==> config.mk <==
export PLATFORM = sky130hd
export DESIGN_NAME = dflash_cmd_sequencer
export DESIGN_NICKNAME = d
export VERILOG_FILES = /design/src/common/dflash_seq_pkg.sv /design/src/rtl/dflash_cmd_check.sv /design/src/rtl/dflash_cmd_sequencer.sv
export SDC_FILE = /design/constraint.sdc
export NUM_CORES = 1
export LEC_CHECK = 0
export ABC_AREA = 0
export BUFFER_PORTS_ARGS = -buffer_cell sky130_fd_sc_hd__buf_2
export CAP_MARGIN = 40
export CORE_ASPECT_RATIO = 0.7
export CORE_MARGIN = 4
export CORE_UTILIZATION = 60
export DETAILED_ROUTE_END_ITERATION = 6
export PLACE_DENSITY = 0.82
export SLEW_MARGIN = 20
export SYNTH_ARGS = -nofsm -noshare
export SYNTH_HDL_FRONTEND = slang
export SYNTH_HIERARCHICAL = 1
export SYNTH_SLANG_ARGS = --single-unit
==> constraint.sdc <==
create_clock -name hclk -period 13.4 [get_ports hclk]
set_input_delay 0 -clock hclk [delete_from_list [all_inputs] [get_ports hclk]]
set_output_delay 0 -clock hclk [all_outputs]
set_load 0.05 [all_outputs]
==> src/common/dflash_seq_pkg.sv <==
// Constants shared by the data-flash command sequencer and its checker.
package dflash_seq_pkg;

  // ********************************************************************
  // Register byte offsets on the AHB-Lite bus
  // ********************************************************************
  localparam logic [7:0] OFF_FLASH_STATUS  = 8'h00;
  localparam logic [7:0] OFF_FLASH_CONFIG  = 8'h04;
  localparam logic [7:0] OFF_ERROR_STATUS  = 8'h08;
  localparam logic [7:0] OFF_ERROR_CONFIG  = 8'h0C;
  localparam logic [7:0] OFF_PARAM_INDEX   = 8'h10;
  localparam logic [7:0] OFF_COMMAND_PARAM = 8'h14;
  localparam logic [7:0] OFF_PROTECTION    = 8'h18;

  // ********************************************************************
  // Field positions
  // ********************************************************************
  localparam int BIT_CCF      = 7;   // command_complete_flag
  localparam int BIT_ACCESS_ERROR_FLAG   = 5;   // access_error_flag
  localparam int BIT_PVIOL    = 4;   // protection_violation_flag
  localparam int BIT_VERR     = 1;   // verify_error_flag
  localparam int BIT_VFATAL   = 0;   // verify_fatal_flag
  localparam int BIT_COMMAND_COMPLETE_IRQ_EN     = 7;   // command_complete_irq_en
  localparam int BIT_DOUBLE   = 1;   // double fault flag and enable
  localparam int BIT_SINGLE   = 0;   // single fault flag and enable
  localparam int BIT_PROT_EN  = 16;  // protection enable

  // ********************************************************************
  // Command codes, index values and reset values
  // ********************************************************************
  localparam logic [7:0]  CMD_PROGRAM_WORD = 8'h11;
  localparam logic [7:0]  CMD_ERASE_SECTOR = 8'h12;
  localparam logic [2:0]  IDX_ERASE        = 3'h1;
  localparam logic [2:0]  IDX_PROG_MIN     = 3'h2;
  localparam logic [2:0]  IDX_PROG_MAX     = 3'h5;
  localparam int          NUM_SLOTS        = 6;
  localparam logic [2:0]  PARAM_INDEX_RST  = 3'h0;
  localparam logic [16:0] PROTECTION_RST   = 17'h00000;

  // ********************************************************************
  // Data-flash geometry defaults
  // ********************************************************************
  localparam logic [6:0]  DF_BLOCK_ID_DEF  = 7'h10;
  localparam logic [16:0] DF_SIZE_DEF      = 17'h08000;
  localparam logic [16:0] DF_SECTOR_DEF    = 17'h00100;

  // Sequencer states.
  typedef enum logic [1:0] {
    SEQ_IDLE,
    SEQ_ISSUE,
    SEQ_WAIT
  } seq_state_t;

endpackage

==> src/rtl/dflash_cmd_check.sv <==
// Launch-time legality check of a data-flash command.
`timescale 1ns/1ns
`default_nettype none
module dflash_cmd_check
  import dflash_seq_pkg::*;
#(
  parameter logic [6:0]  BLOCK_ID    = DF_BLOCK_ID_DEF,
  parameter logic [16:0] DF_SIZE     = DF_SIZE_DEF,
  parameter logic [16:0] SECTOR_SIZE = DF_SECTOR_DEF
) (
  input  wire logic [15:0] slot0,
  input  wire logic [15:0] slot1,
  input  wire logic [2:0]  index,
  input  wire logic        mode_ok,
  input  wire logic        prot_en,
  input  wire logic [15:0] prot_start,
  output logic             access_err,
  output logic             prot_err,
  output logic             is_erase,
  output logic [2:0]       word_count,
  output logic [15:0]      first_addr
);

  logic        is_prog;
  logic [16:0] run_end;
  logic [16:0] sect_base;
  logic [16:0] last_addr;

  // Decode the command and work out the span of bytes it touches.
  always_comb begin
    is_prog    = (slot0[15:8] == CMD_PROGRAM_WORD);
    is_erase   = (slot0[15:8] == CMD_ERASE_SECTOR);
    word_count = is_prog ? (index - 3'h1) : 3'h1;
    sect_base  = {1'b0, slot1} & ~(SECTOR_SIZE - 17'h00001);
    run_end    = {1'b0, slot1} + {13'h0000, word_count, 1'b0};
    last_addr  = is_erase ? (sect_base + SECTOR_SIZE - 17'h00001)
                          : (run_end - 17'h00001);
    first_addr = is_erase ? sect_base[15:0] : slot1;
  end

  // Any failed check refuses the launch; the address must sit in the block.
  always_comb begin
    access_err = 1'b0;
    if (!is_prog && !is_erase) begin
      access_err = 1'b1;
    end
    if (is_prog && (index < IDX_PROG_MIN || index > IDX_PROG_MAX)) begin
      access_err = 1'b1;
    end
    if (is_erase && index != IDX_ERASE) begin
      access_err = 1'b1;
    end
    if (!mode_ok) begin
      access_err = 1'b1;
    end
    if (slot0[6:0] != BLOCK_ID || {1'b0, slot1} >= DF_SIZE) begin
      access_err = 1'b1;
    end
    if (slot1[0]) begin
      access_err = 1'b1;
    end
    if (is_prog && run_end > DF_SIZE) begin
      access_err = 1'b1;
    end
  end

  // The run is protected when its top reaches into the guarded region.
  assign prot_err = prot_en && (last_addr >= {1'b0, prot_start});

endmodule
`default_nettype wire

==> src/rtl/dflash_cmd_sequencer.sv <==
// Data-flash command sequencer with AHB-Lite registers and array port.
//
// The AHB-Lite register port and the address map were chosen for this implementation.
`timescale 1ns/1ns
`default_nettype none
module dflash_cmd_sequencer
  import dflash_seq_pkg::*;
#(
  parameter logic [6:0]  BLOCK_ID    = DF_BLOCK_ID_DEF,
  parameter logic [16:0] DF_SIZE     = DF_SIZE_DEF,
  parameter logic [16:0] SECTOR_SIZE = DF_SECTOR_DEF
) (
  input  wire logic        hclk,
  input  wire logic        hresetn,
  input  wire logic        hsel,
  input  wire logic [31:0] haddr,
  input  wire logic [1:0]  htrans,
  input  wire logic        hwrite,
  input  wire logic [2:0]  hsize,
  input  wire logic [31:0] hwdata,
  input  wire logic        hready,
  output logic             hreadyout,
  output logic             hresp,
  output logic [31:0]      hrdata,
  input  wire logic        mode_allows_cmd,
  input  wire logic        ecc_single_fault,
  input  wire logic        ecc_double_fault,
  output logic             array_req,
  output logic             array_erase,
  output logic [15:0]      array_addr,
  output logic [15:0]      array_wdata,
  input  wire logic        array_done,
  input  wire logic        array_verify_err,
  input  wire logic        array_verify_fatal,
  output logic             irq_cmd_complete,
  output logic             irq_double_fault,
  output logic             irq_single_fault
);

  // ********************************************************************
  // Register state
  // ********************************************************************
  logic              command_complete_flag;
  logic              access_error_flag;
  logic              protection_violation_flag;
  logic              verify_error_flag;
  logic              verify_fatal_flag;
  logic              command_complete_irq_en;
  logic              double_fault_flag;
  logic              single_fault_flag;
  logic              double_fault_irq_en;
  logic              single_fault_irq_en;
  logic [2:0]        param_index;
  logic [16:0]       protection;
  logic [15:0]       command_param_reg [0:NUM_SLOTS-1];

  // ********************************************************************
  // Bus and sequencer signals
  // ********************************************************************
  logic              dp_write;
  logic [7:0]        dp_offset;
  logic              ap_valid;
  logic              launch_try;
  logic              launch_go;
  logic              seq_done;
  logic              chk_access_err;
  logic              chk_prot_err;
  logic              chk_is_erase;
  logic [2:0]        chk_word_count;
  logic [15:0]       chk_first_addr;
  logic [31:0]       next_hrdata;
  seq_state_t        seq_state;
  logic [2:0]        words_left;
  logic [2:0]        slot_ptr;
  logic              cur_erase;
  logic [15:0]       cur_addr;

  // True when a data-phase write targets the given register.
  function automatic logic wr_hit(input logic       wr,
                                  input logic [7:0] off,
                                  input logic [7:0] reg_off);
    wr_hit = wr && (off == reg_off);
  endfunction

  // ********************************************************************
  // AHB-Lite slave front end
  // ********************************************************************

  // Every access completes with no wait state and an OKAY answer.
  assign hreadyout = 1'b1;
  assign hresp     = 1'b0;
  assign ap_valid  = hsel && htrans[1] && hready;

  // Hold the address phase so the write lands in the data phase.
  always_ff @(posedge hclk or negedge hresetn) begin
    if (!hresetn) begin
      dp_write  <= 1'b0;
      dp_offset <= 8'h00;
    end else begin
      dp_write  <= ap_valid && hwrite;
      dp_offset <= haddr[7:0];
    end
  end

  // Read data is chosen in the address phase and registered for the data
  // phase. The master idles between transfers, so a preceding write has
  // always settled before the next read samples the registers.
  always_comb begin
    next_hrdata = 32'h00000000;
    case (haddr[7:0])
      OFF_FLASH_STATUS: begin
        next_hrdata[BIT_CCF]    = command_complete_flag;
        next_hrdata[BIT_ACCESS_ERROR_FLAG] = access_error_flag;
        next_hrdata[BIT_PVIOL]  = protection_violation_flag;
        next_hrdata[BIT_VERR]   = verify_error_flag;
        next_hrdata[BIT_VFATAL] = verify_fatal_flag;
      end
      OFF_FLASH_CONFIG: begin
        next_hrdata[BIT_COMMAND_COMPLETE_IRQ_EN] = command_complete_irq_en;
      end
      OFF_ERROR_STATUS: begin
        next_hrdata[BIT_DOUBLE] = double_fault_flag;
        next_hrdata[BIT_SINGLE] = single_fault_flag;
      end
      OFF_ERROR_CONFIG: begin
        next_hrdata[BIT_DOUBLE] = double_fault_irq_en;
        next_hrdata[BIT_SINGLE] = single_fault_irq_en;
      end
      OFF_PARAM_INDEX: begin
        next_hrdata[2:0] = param_index;
      end
      OFF_COMMAND_PARAM: begin
        if (param_index < 3'(NUM_SLOTS)) begin
          next_hrdata[15:0] = command_param_reg[param_index];
        end
      end
      OFF_PROTECTION: begin
        next_hrdata[16:0] = protection;
      end
      default: begin
        next_hrdata = 32'h00000000; // Unmapped words read as zero.
      end
    endcase
  end

  // Registered read data.
  always_ff @(posedge hclk or negedge hresetn) begin
    if (!hresetn) begin
      hrdata <= 32'h00000000;
    end else if (ap_valid && !hwrite) begin
      hrdata <= next_hrdata;
    end
  end

  // ********************************************************************
  // Software-owned configuration
  // ********************************************************************

  // Interrupt enables and the protection window.
  always_ff @(posedge hclk or negedge hresetn) begin
    if (!hresetn) begin
      command_complete_irq_en <= 1'b0;
      double_fault_irq_en     <= 1'b0;
      single_fault_irq_en     <= 1'b0;
      protection              <= PROTECTION_RST;
    end else begin
      if (wr_hit(dp_write, dp_offset, OFF_FLASH_CONFIG)) begin
        command_complete_irq_en <= hwdata[BIT_COMMAND_COMPLETE_IRQ_EN];
      end
      if (wr_hit(dp_write, dp_offset, OFF_ERROR_CONFIG)) begin
        double_fault_irq_en <= hwdata[BIT_DOUBLE];
        single_fault_irq_en <= hwdata[BIT_SINGLE];
      end
      if (wr_hit(dp_write, dp_offset, OFF_PROTECTION)) begin
        protection <= hwdata[16:0];
      end
    end
  end

  // Index and parameter slots only move while no command runs, so a busy
  // array never sees its words change under it.
  always_ff @(posedge hclk or negedge hresetn) begin
    if (!hresetn) begin
      param_index <= PARAM_INDEX_RST;
      for (int i = 0; i < NUM_SLOTS; i++) begin
        command_param_reg[i] <= 16'h0000;
      end
    end else if (command_complete_flag) begin
      if (wr_hit(dp_write, dp_offset, OFF_PARAM_INDEX)) begin
        param_index <= hwdata[2:0];
      end
      if (wr_hit(dp_write, dp_offset, OFF_COMMAND_PARAM) &&
          param_index < 3'(NUM_SLOTS)) begin
        command_param_reg[param_index] <= hwdata[15:0];
      end
    end
  end

  // ********************************************************************
  // Launch check
  // ********************************************************************
  dflash_cmd_check #(
    .BLOCK_ID    (BLOCK_ID),
    .DF_SIZE     (DF_SIZE),
    .SECTOR_SIZE (SECTOR_SIZE)
  ) u_check (
    .slot0      (command_param_reg[0]),
    .slot1      (command_param_reg[1]),
    .index      (param_index),
    .mode_ok    (mode_allows_cmd),
    .prot_en    (protection[BIT_PROT_EN]),
    .prot_start (protection[15:0]),
    .access_err (chk_access_err),
    .prot_err   (chk_prot_err),
    .is_erase   (chk_is_erase),
    .word_count (chk_word_count),
    .first_addr (chk_first_addr)
  );

  // A one written to the complete flag while idle is a launch attempt;
  // it goes ahead only when every check passes and no old error stands.
  assign launch_try = wr_hit(dp_write, dp_offset, OFF_FLASH_STATUS) &&
                      hwdata[BIT_CCF] && command_complete_flag;
  assign launch_go  = launch_try && !chk_access_err && !chk_prot_err &&
                      !access_error_flag && !protection_violation_flag &&
                      !hwdata[BIT_ACCESS_ERROR_FLAG] && !hwdata[BIT_PVIOL];

  // ********************************************************************
  // Status flags
  // ********************************************************************

  // Completion and launch errors. A refused launch leaves the complete
  // flag set, so software sees the error without waiting.
  always_ff @(posedge hclk or negedge hresetn) begin
    if (!hresetn) begin
      command_complete_flag     <= 1'b1;
      access_error_flag         <= 1'b0;
      protection_violation_flag <= 1'b0;
    end else begin
      if (wr_hit(dp_write, dp_offset, OFF_FLASH_STATUS)) begin
        if (hwdata[BIT_ACCESS_ERROR_FLAG]) begin
          access_error_flag <= 1'b0;
        end
        if (hwdata[BIT_PVIOL]) begin
          protection_violation_flag <= 1'b0;
        end
      end
      if (launch_try && chk_access_err) begin
        access_error_flag <= 1'b1;
      end
      if (launch_try && chk_prot_err) begin
        protection_violation_flag <= 1'b1;
      end
      if (launch_go) begin
        command_complete_flag <= 1'b0;
      end else if (seq_done) begin
        command_complete_flag <= 1'b1;
      end
    end
  end

  // Verify results are cleared at each launch and gathered per operation.
  always_ff @(posedge hclk or negedge hresetn) begin
    if (!hresetn) begin
      verify_error_flag <= 1'b0;
      verify_fatal_flag <= 1'b0;
    end else if (launch_go) begin
      verify_error_flag <= 1'b0;
      verify_fatal_flag <= 1'b0;
    end else if (seq_state == SEQ_WAIT && array_done) begin
      if (array_verify_err) begin
        verify_error_flag <= 1'b1;
      end
      if (array_verify_fatal) begin
        verify_fatal_flag <= 1'b1;
      end
    end
  end

  // ECC read faults are sticky; a fault in the clearing cycle survives.
  always_ff @(posedge hclk or negedge hresetn) begin
    if (!hresetn) begin
      double_fault_flag <= 1'b0;
      single_fault_flag <= 1'b0;
    end else begin
      if (ecc_double_fault) begin
        double_fault_flag <= 1'b1;
      end else if (wr_hit(dp_write, dp_offset, OFF_ERROR_STATUS) &&
                   hwdata[BIT_DOUBLE]) begin
        double_fault_flag <= 1'b0;
      end
      if (ecc_single_fault) begin
        single_fault_flag <= 1'b1;
      end else if (wr_hit(dp_write, dp_offset, OFF_ERROR_STATUS) &&
                   hwdata[BIT_SINGLE]) begin
        single_fault_flag <= 1'b0;
      end
    end
  end

  // Interrupt requests are plain levels of flag and enable.
  assign irq_cmd_complete = command_complete_flag &&
                            command_complete_irq_en;
  assign irq_double_fault = double_fault_flag &&
                            double_fault_irq_en;
  assign irq_single_fault = single_fault_flag &&
                            single_fault_irq_en;

  // ********************************************************************
  // Array sequencer
  // ********************************************************************

  // One array request per word; an erase is one request for the sector.
  assign seq_done = (seq_state == SEQ_WAIT) && array_done &&
                    (cur_erase || words_left == 3'h1);

  // Walk the words from slot two upward, two bytes apart.
  always_ff @(posedge hclk or negedge hresetn) begin
    if (!hresetn) begin
      seq_state  <= SEQ_IDLE;
      words_left <= 3'h0;
      slot_ptr   <= 3'h0;
      cur_erase  <= 1'b0;
      cur_addr   <= 16'h0000;
    end else begin
      case (seq_state)
        SEQ_IDLE: begin
          if (launch_go) begin
            seq_state  <= SEQ_ISSUE;
            words_left <= chk_word_count;
            slot_ptr   <= IDX_PROG_MIN;
            cur_erase  <= chk_is_erase;
            cur_addr   <= chk_first_addr;
          end
        end
        SEQ_ISSUE: begin
          seq_state <= SEQ_WAIT;
        end
        SEQ_WAIT: begin
          if (seq_done) begin
            seq_state <= SEQ_IDLE;
          end else if (array_done) begin
            seq_state  <= SEQ_ISSUE;
            words_left <= words_left - 3'h1;
            slot_ptr   <= slot_ptr + 3'h1;
            cur_addr   <= cur_addr + 16'h0002;
          end
        end
        default: begin
          seq_state <= SEQ_IDLE;
        end
      endcase
    end
  end

  // Array request outputs are registered; array_req pulses for one cycle, the others hold until the next issue.
  always_ff @(posedge hclk or negedge hresetn) begin
    if (!hresetn) begin
      array_req   <= 1'b0;
      array_erase <= 1'b0;
      array_addr  <= 16'h0000;
      array_wdata <= 16'h0000;
    end else begin
      array_req <= (seq_state == SEQ_ISSUE);
      if (seq_state == SEQ_ISSUE) begin
        array_erase <= cur_erase;
        array_addr  <= cur_addr;
        array_wdata <= cur_erase ? 16'h0000
                                 : command_param_reg[slot_ptr];
      end
    end
  end

endmodule
`default_nettype wire

# After elaboration in Yosys (flattened, before gate mapping)
# Index checks and enable logic that the tools add are counted.
word_totals:
  regBits: 211
  in_bits: 80
  output_inout_bits: 71
  elab_cells: 205
op_classes:
  add_sub_neg: 8
  n_lt_le_gt_ge: 9
  eq_ne: 23
  mux: 63
  bitwise_logic: 2
  n_reduce_logical: 70
ops:
  columns: ["cell", "count"]
  rows:
  - ["two-way mux 16 bit", 10]
  - ["binary-select mux 16 bit (select 3 bit)", 2]
  - ["bitwise mux 96 bit", 1]
  - ["equality test 8 x 5 -> 1 bit, second input constant", 8]
  - ["demux 16 bit (select 3 bit)", 1]
  - ["logical AND 1 bit", 35]
  - ["subtractor 17 x 1 -> 17 bit, second input constant", 2]
  - ["equality test 8 x 4 -> 1 bit, second input constant", 4]
  - ["one-hot mux 16 bit (2 select lines)", 1]
  - ["two-way mux 1 bit", 26]
  - ["nonzero test 2 bit", 11]
  - ["two-way mux 3 bit", 7]
  - ["adder 16 x 4 -> 17 bit", 1]
  - ["adder 16 x 9 -> 17 bit, second input constant", 1]
  - [">= comparator 17 x 16 -> 1 bit", 1]
  - ["greater-than comparator 17 x 16 -> 1 bit, second input constant", 1]
  - ["two-way mux 17 bit", 1]
  - ["adder 16 x 2 -> 16 bit, second input constant", 1]
  - ["equality test 8 x 3 -> 1 bit, second input constant", 2]
  - [">= comparator 16 bit, second input constant", 1]
  - ["logical NOT 8 bit", 2]
  - ["one-hot mux 8 bit (2 select lines)", 1]
  - ["AND reduction 2 bit", 8]
  - ["one-hot mux 2 bit (3 select lines)", 2]
  - ["other kinds (26)", 45]

# Logic depth before layout (Yosys ltp)
depth:
  ltp_word: 19
  ltp_mapped: 30
  depth_no_buf: 27

# Cells and area by module
# The synthesis kept the hierarchy.
modules_own_cells:
  columns: ["module", "n_inst", "cells_per_inst", "area_each_um2", "seq_area_each_um2"]
  rows:
  - ["dflash_cmd_sequencer", 1, 851, 10392.5, 5281.3]
  - ["dflash_cmd_check", 1, 247, 1751.7, 0.0]

# Worst setup path before layout
# OpenSTA, ideal clock, no wires.
synth_timing:
  kind: "register -> register"
  from: "register command_param_reg[93] (netlist name)"
  to: "register cur_addr[13]"
  setup_ns: 0.125
  t_arrival_ns: 6.135
  t_required_ns: 13.275
  path_slack_ns: 7.140
  path_stages_with_launch: 29
  path_buffers: 3
  period_less_slack_ns: 6.260
  cell_sequence: "dfrtp_1 -> nor4b_1 -> nand4b_1 -> or2_2 -> fa_1 -> nand2b_2 -> buf_6 -> a21oi_2 -> o2bb2ai_1 -> nand3_1 -> and4_1 -> o21ai_0 -> xnor2_1 -> ha_1 -> a21o_1 -> a21oi_1 -> nor2b_1 -> o21ai_0 -> a21oi_1 -> nor2_1 -> a31oi_1 -> or4_1 -> or4_4 -> or4_4 -> and2_4 -> buf_6 -> clkinv_4 -> buf_12 -> mux2_4"
synth_via:
  word_cells_on_any_way: 32
  classes_between: "add/sub (2); order compare (2); eq/ne (3); mux (9); reduce/logical (16)"
synth_rtl:
  columns: ["item", "line", "text"]
  rows:
  - ["from (decl)", "dflash_cmd_sequencer.sv:55", "logic [15:0] command_param_reg [0:NUM_SLOTS-1];"]
  - ["from (signal, indexed assignment)", "dflash_cmd_sequencer.sv:194", "command_param_reg[param_index] <= hwdata[15:0];"]
  - ["equality test 8 x 5 -> 1 bit", "dflash_cmd_check.sv:31", "is_prog = (slot0[15:8] == CMD_PROGRAM_WORD);"]
  - ["two-way mux 3 bit", "dflash_cmd_check.sv:33", "word_count = is_prog ? (index - 3'h1) : 3'h1;"]
  - ["adder 16 x 4 -> 17 bit", "dflash_cmd_check.sv:35", "run_end = {1'b0, slot1} + {13'h0000, word_count, 1'b0};"]
  - ["subtractor 17 x 1 -> 17 bit", "dflash_cmd_check.sv:37", ": (run_end - 17'h00001);"]
  - ["two-way mux 17 bit (*)", "dflash_cmd_check.sv:36", "last_addr = is_erase ? (sect_base + SECTOR_SIZE - 17'h00001)"]
  - [">= comparator 17 x 16 -> 1 bit (*)", "dflash_cmd_check.sv:68", "assign prot_err = prot_en && (last_addr >= {1'b0, prot_start});"]
  - ["logical AND 1 bit (*)", "dflash_cmd_check.sv:68", null]
  - ["via chk_prot_err", "dflash_cmd_sequencer.sv:67", "logic chk_prot_err;"]
  - ["logical NOT 1 bit (*)", "dflash_cmd_sequencer.sv:224", "assign launch_go = launch_try && !chk_access_err && !chk_prot_err &&"]
  - ["logical AND 1 bit (*) (2 in a row)", "dflash_cmd_sequencer.sv:224", null]
  - ["logical AND 1 bit (*) (2 in a row)", "dflash_cmd_sequencer.sv:225", "!access_error_flag && !protection_violation_flag &&"]
  - ["logical AND 1 bit (*)", "dflash_cmd_sequencer.sv:226", "!hwdata[BIT_ACCESS_ERROR_FLAG] && !hwdata[BIT_PVIOL];"]
  - ["!= test 2 bit (no source line) (*)", null, null]
  - ["AND reduction 4 bit (no source line) (*)", null, null]
  - ["to (signal assigned)", "dflash_cmd_sequencer.sv:333", "cur_addr <= chk_first_addr;"]
  - ["to (signal assigned)", "dflash_cmd_sequencer.sv:346", "cur_addr <= cur_addr + 16'h0002;"]
  - ["to (decl)", "dflash_cmd_sequencer.sv:76", "logic [15:0] cur_addr;"]
# Mark *: on every way through the listed nets, which the timed path passes. The rest lies on a longest branch.
# A chain may end at the register's enable or synchronous reset.

# Final worst setup path
layout_timing:
  from: "register command_param_reg[93] (netlist name)"
  to: "register cur_addr[11]"
# The elaborated chain is that of the path after synthesis.

==> results.toml <==
[status]
status = "finished clean"

[floorplan]
dieArea_um2 = 22620
core_area_um2 = 19850
die_h_um = 127.0
initial_core_util_pct = 61.17
rows = 43
die_x_um = 178.0
boundaryPins = 151

[drt]
wl_per_cell_um = 23.40
drc = 0
final_antenna_net_count = 0
vias = 9776
detail_route.vias_per_cell = 6.619
drt-total-wl_mm = 34.56
dr.pass1.iters = 6
drt_iter0_drc = 1260

[timing]
relSlewSlack_pct = 39.81
timing.final.crit_share_pct = 55.90
finalSetupViolCount = 0
fin_setup_tns_ns = 0
skew_ns = 0.02599
worst_slew_pin_slew_ns = 0.9028
fmax_mhz = 133.5
finalMaxSlewViolations = 0
rsz0062_at_grt = "false"
finalHoldViolations = 0
period_needed_ns = 7.490

[cts]
cts_setup_buffers = 0
clock_sinks = 211
insertion_delay_ns = 0.53
cts_resized = 0
htree_levels = 1
cts_tree = "built"
cts_max_path_buffers = 3
clk_pin_slew_ns = 0.06
hold_buffers = 37
clock-root-buffer = "clkbuf_16"
cts_inserted_buffers = 22

[worst_setup_path]
required_ns = 13.81
worst-r2r-cell-count = 22
r2r_slack_ns = 5.91
endpoint = "cur_addr[11]"
crit_arrival_ns = 7.90
critPathMaxFanout = 20
timing.rr.start = "command_param_reg[93]"
critPathLaunch = "command_param_reg[93]"
startpoint_type = "flop"
end_kind = "flop"
worstSetupPathType = "flop to flop"
r2r_end = "cur_addr[11]"

[global_routing]
grt_use_total_pct = 30.33
grt_overflow_total = 0
grt_pass1_vias = 9374
grt_max_degree = 84
grt_pass1_wl_mm = 53.59
grt_antenna_before_repair = 1

[pwr]
intPower_mw = 1.289
sw_frac_of_total_pct = 37.07
power_leakage_nw = 6.340
pwr-share-clk_pct = 29.3
pwr_density_cell_nw_per_um2 = 148.2
fin_total_pwr_mw = 2.048
p_comb_share_pct = 30.6
ir_drop_mv = 0.1510
p_seq_share_pct = 40.1
p_switching_uw = 759.3

[final_layout]
largest_reg_flops = 96
nNetsFinal = 1297
drive_gt1_share_pct = 29.02
fillers = 1401
area_delta_synth_final_pct = 13.75
final_cell_mix = "208 x dfrtp_1, 147 x mux2_2, 90 x buf_2, 61 x nand2_1, 59 x mux2i_1"
fin_area_um2 = 13810
final_core_util_pct = 69.58
final_common_cell = "dfrtp_1"

[placed_design]
io_buffers = 90
post-dp-hpwl_mm = 23.97
place_congestion = 0.9697
dpl_cell_area_um2 = 12680

[logic_synthesis]
synth_edf_count = 0
ys_warn_count = 6
synth.cell_area_um2 = 12140
yosysSeqAreaShare_pct = 43.49
synthArstFlopShare_pct = 100.0
syn_area_per_cell_um2 = 11.06
yosysUniqueCellTypes = 93
ys_ff_latch = 211
yosys_most_used_dff = "dfrtp_1"
syn_inst = 1098

[min_path]
hold_path.class = "input port to async pin"

[run]
maxCapViolations = 0
==> power groups by stage <==
| stage | combinational (mW) | sequential [mW] | clock (mW) |
|---|---|---|---|
| after detailed placement | 0.603 | 0.829 | 0 |
| final | 0.626 | 0.821 | 0.601 |
| after global placement | 0.570 | 0.838 | 0 |
| after CTS | 0.621 | 0.819 | 0.607 |
| after floorplan | 0.309 | 0.951 | 0 |
| after global routing | 0.665 | 0.832 | 0.636 |
==> area by class of cell <==
class | instances | area [um2] | share of cell area [%]
Sequential cell | 211 | 5284 | 38.25
Tap cell | 270 | 337.8 | 2.445
Timing Repair Buffer | 147 | 1074 | 7.771
Clock inverter | 15 | 143.9 | 1.042
Antenna cell | 1 | 2.502 | 0.01811
Inverter | 56 | 215.2 | 1.558
Clock buffer | 25 | 571.8 | 4.139
Multi-Input combinational cell | 752 | 6186 | 44.78
==> worst min-delay path by stage <==
stage / endpoint / start / cells past startpoint / slack [ns]
6_report: hrdata[10] / hresetn / 2 / 0.07
5_1_grt: hrdata[10] / htrans[1] / 5 / 0.13
4_1_cts: hrdata[3] / htrans[1] / 5 / 0.06
3_5_place_dp: hrdata[11] / hresetn / 1 / 0.08
3_3_place_gp: hrdata[9] / hresetn / 1 / 0.07
2_1_floorplan: access_error_flag / hresetn / 0 / -0.30
==> through the flow <==
| stage | cells | hold slack, ns | setup WS (ns) |
|---|---|---|---|
| 5_1_grt | 1476 | 0.1327 | 5.655 |
| 6_report | 1477 | 0.06878 | 5.910 |
| 2_1_floorplan | 1113 | -0.2956 | 7.140 |
| 3_5_place_dp | 1396 | 0.07501 | 6.229 |
| 3_3_place_gp | 1390 | 0.07472 | 6.318 |
| 4_1_cts | 1473 | 0.05590 | 6.132 |
==> synth_stat cells (4+ instances only) <==
cell       number  area, um2
a211oi_1        6      45.04
a21oi_1        38      190.2
a221oi_1       11      96.34
a22o_1         21      183.9
a22oi_1         8      60.06
a2bb2oi_1       5      43.79
a31oi_1        14      87.58
and2_1         10      62.56
and3_1         11      68.82
and4_1          7      61.31
buf_1           7      26.28
buf_2           5      25.02
buf_4          26      195.2
buf_6           7      78.83
clkbuf_1       45      168.9
dfrtp_1       210       5255
ha_1           26      325.3
inv_1          53      198.9
mux2_2        147       1655
mux2i_1        59      590.6
mux4_2         19      427.9
nand2_1        61      229.0
nand2b_1        7      43.79
nand3_1        21      105.1
nand4_1         8      50.05
nor2_1         55      206.5
nor2b_1         6      37.54
nor3_1         18      90.09
nor4_1          7      43.79
o21a_1          5      37.54
o21ai_0        33      165.2
o22a_1          6      52.55
o22ai_1        21      131.4
o2bb2ai_1       5      43.79
or2_2           4      25.02
or3_1           4      25.02
xnor2_1        18      157.7
xor2_1          4      35.03
==> critical path, stage by stage (launching register included) <==
cell and delay [ns]:
dfrtp_1 0.42, nor4b_1 0.50, nand4b_1 0.38, or2_2 0.42, fa_1 0.46, nand2b_2 0.31, a2111oi_4 0.61, a32o_2 0.22
o22ai_2 0.12, nor3_1 0.26, mux2i_1 0.32, xor2_1 0.18, ha_1 0.26, o21ai_0 0.13, a211oi_1 0.09, o2111ai_1 0.26
a31oi_1 0.18, or4_1 0.42, or4_4 0.47, or4_4 0.59, and2_4 0.28, clkinv_4 0.14, mux2_2 0.35
==> layer usage <==
| layer | vias up | wire (um) | track usage, % |
|---|---|---|---|
| met5 | - | 7 | 0 |
| met4 | 2 | 1133 | 9.500 |
| met3 | 87 | 4088 | 7.927 |
| met2 | 616 | 14630 | 42.91 |
| met1 | 4869 | 14700 | 45.96 |
| li1 | 4202 | - | - |
==> cell families (layout without fill, tap and decap cells) <==
group	Yosys count	in the layout	synth area share, %
adder cells (fa/ha/maj)	27	27	2.844
other	2	18	0.06184
flip-flops	211	211	43.49
XOR/XNOR	22	22	1.587
AO/OA/AOI/OAI	214	214	12.79
buffers and inverters	150	243	6.274
multiplexers	226	226	22.14
AND/OR/NAND/NOR	246	246	10.82
(Power assumes the default switching activity.)
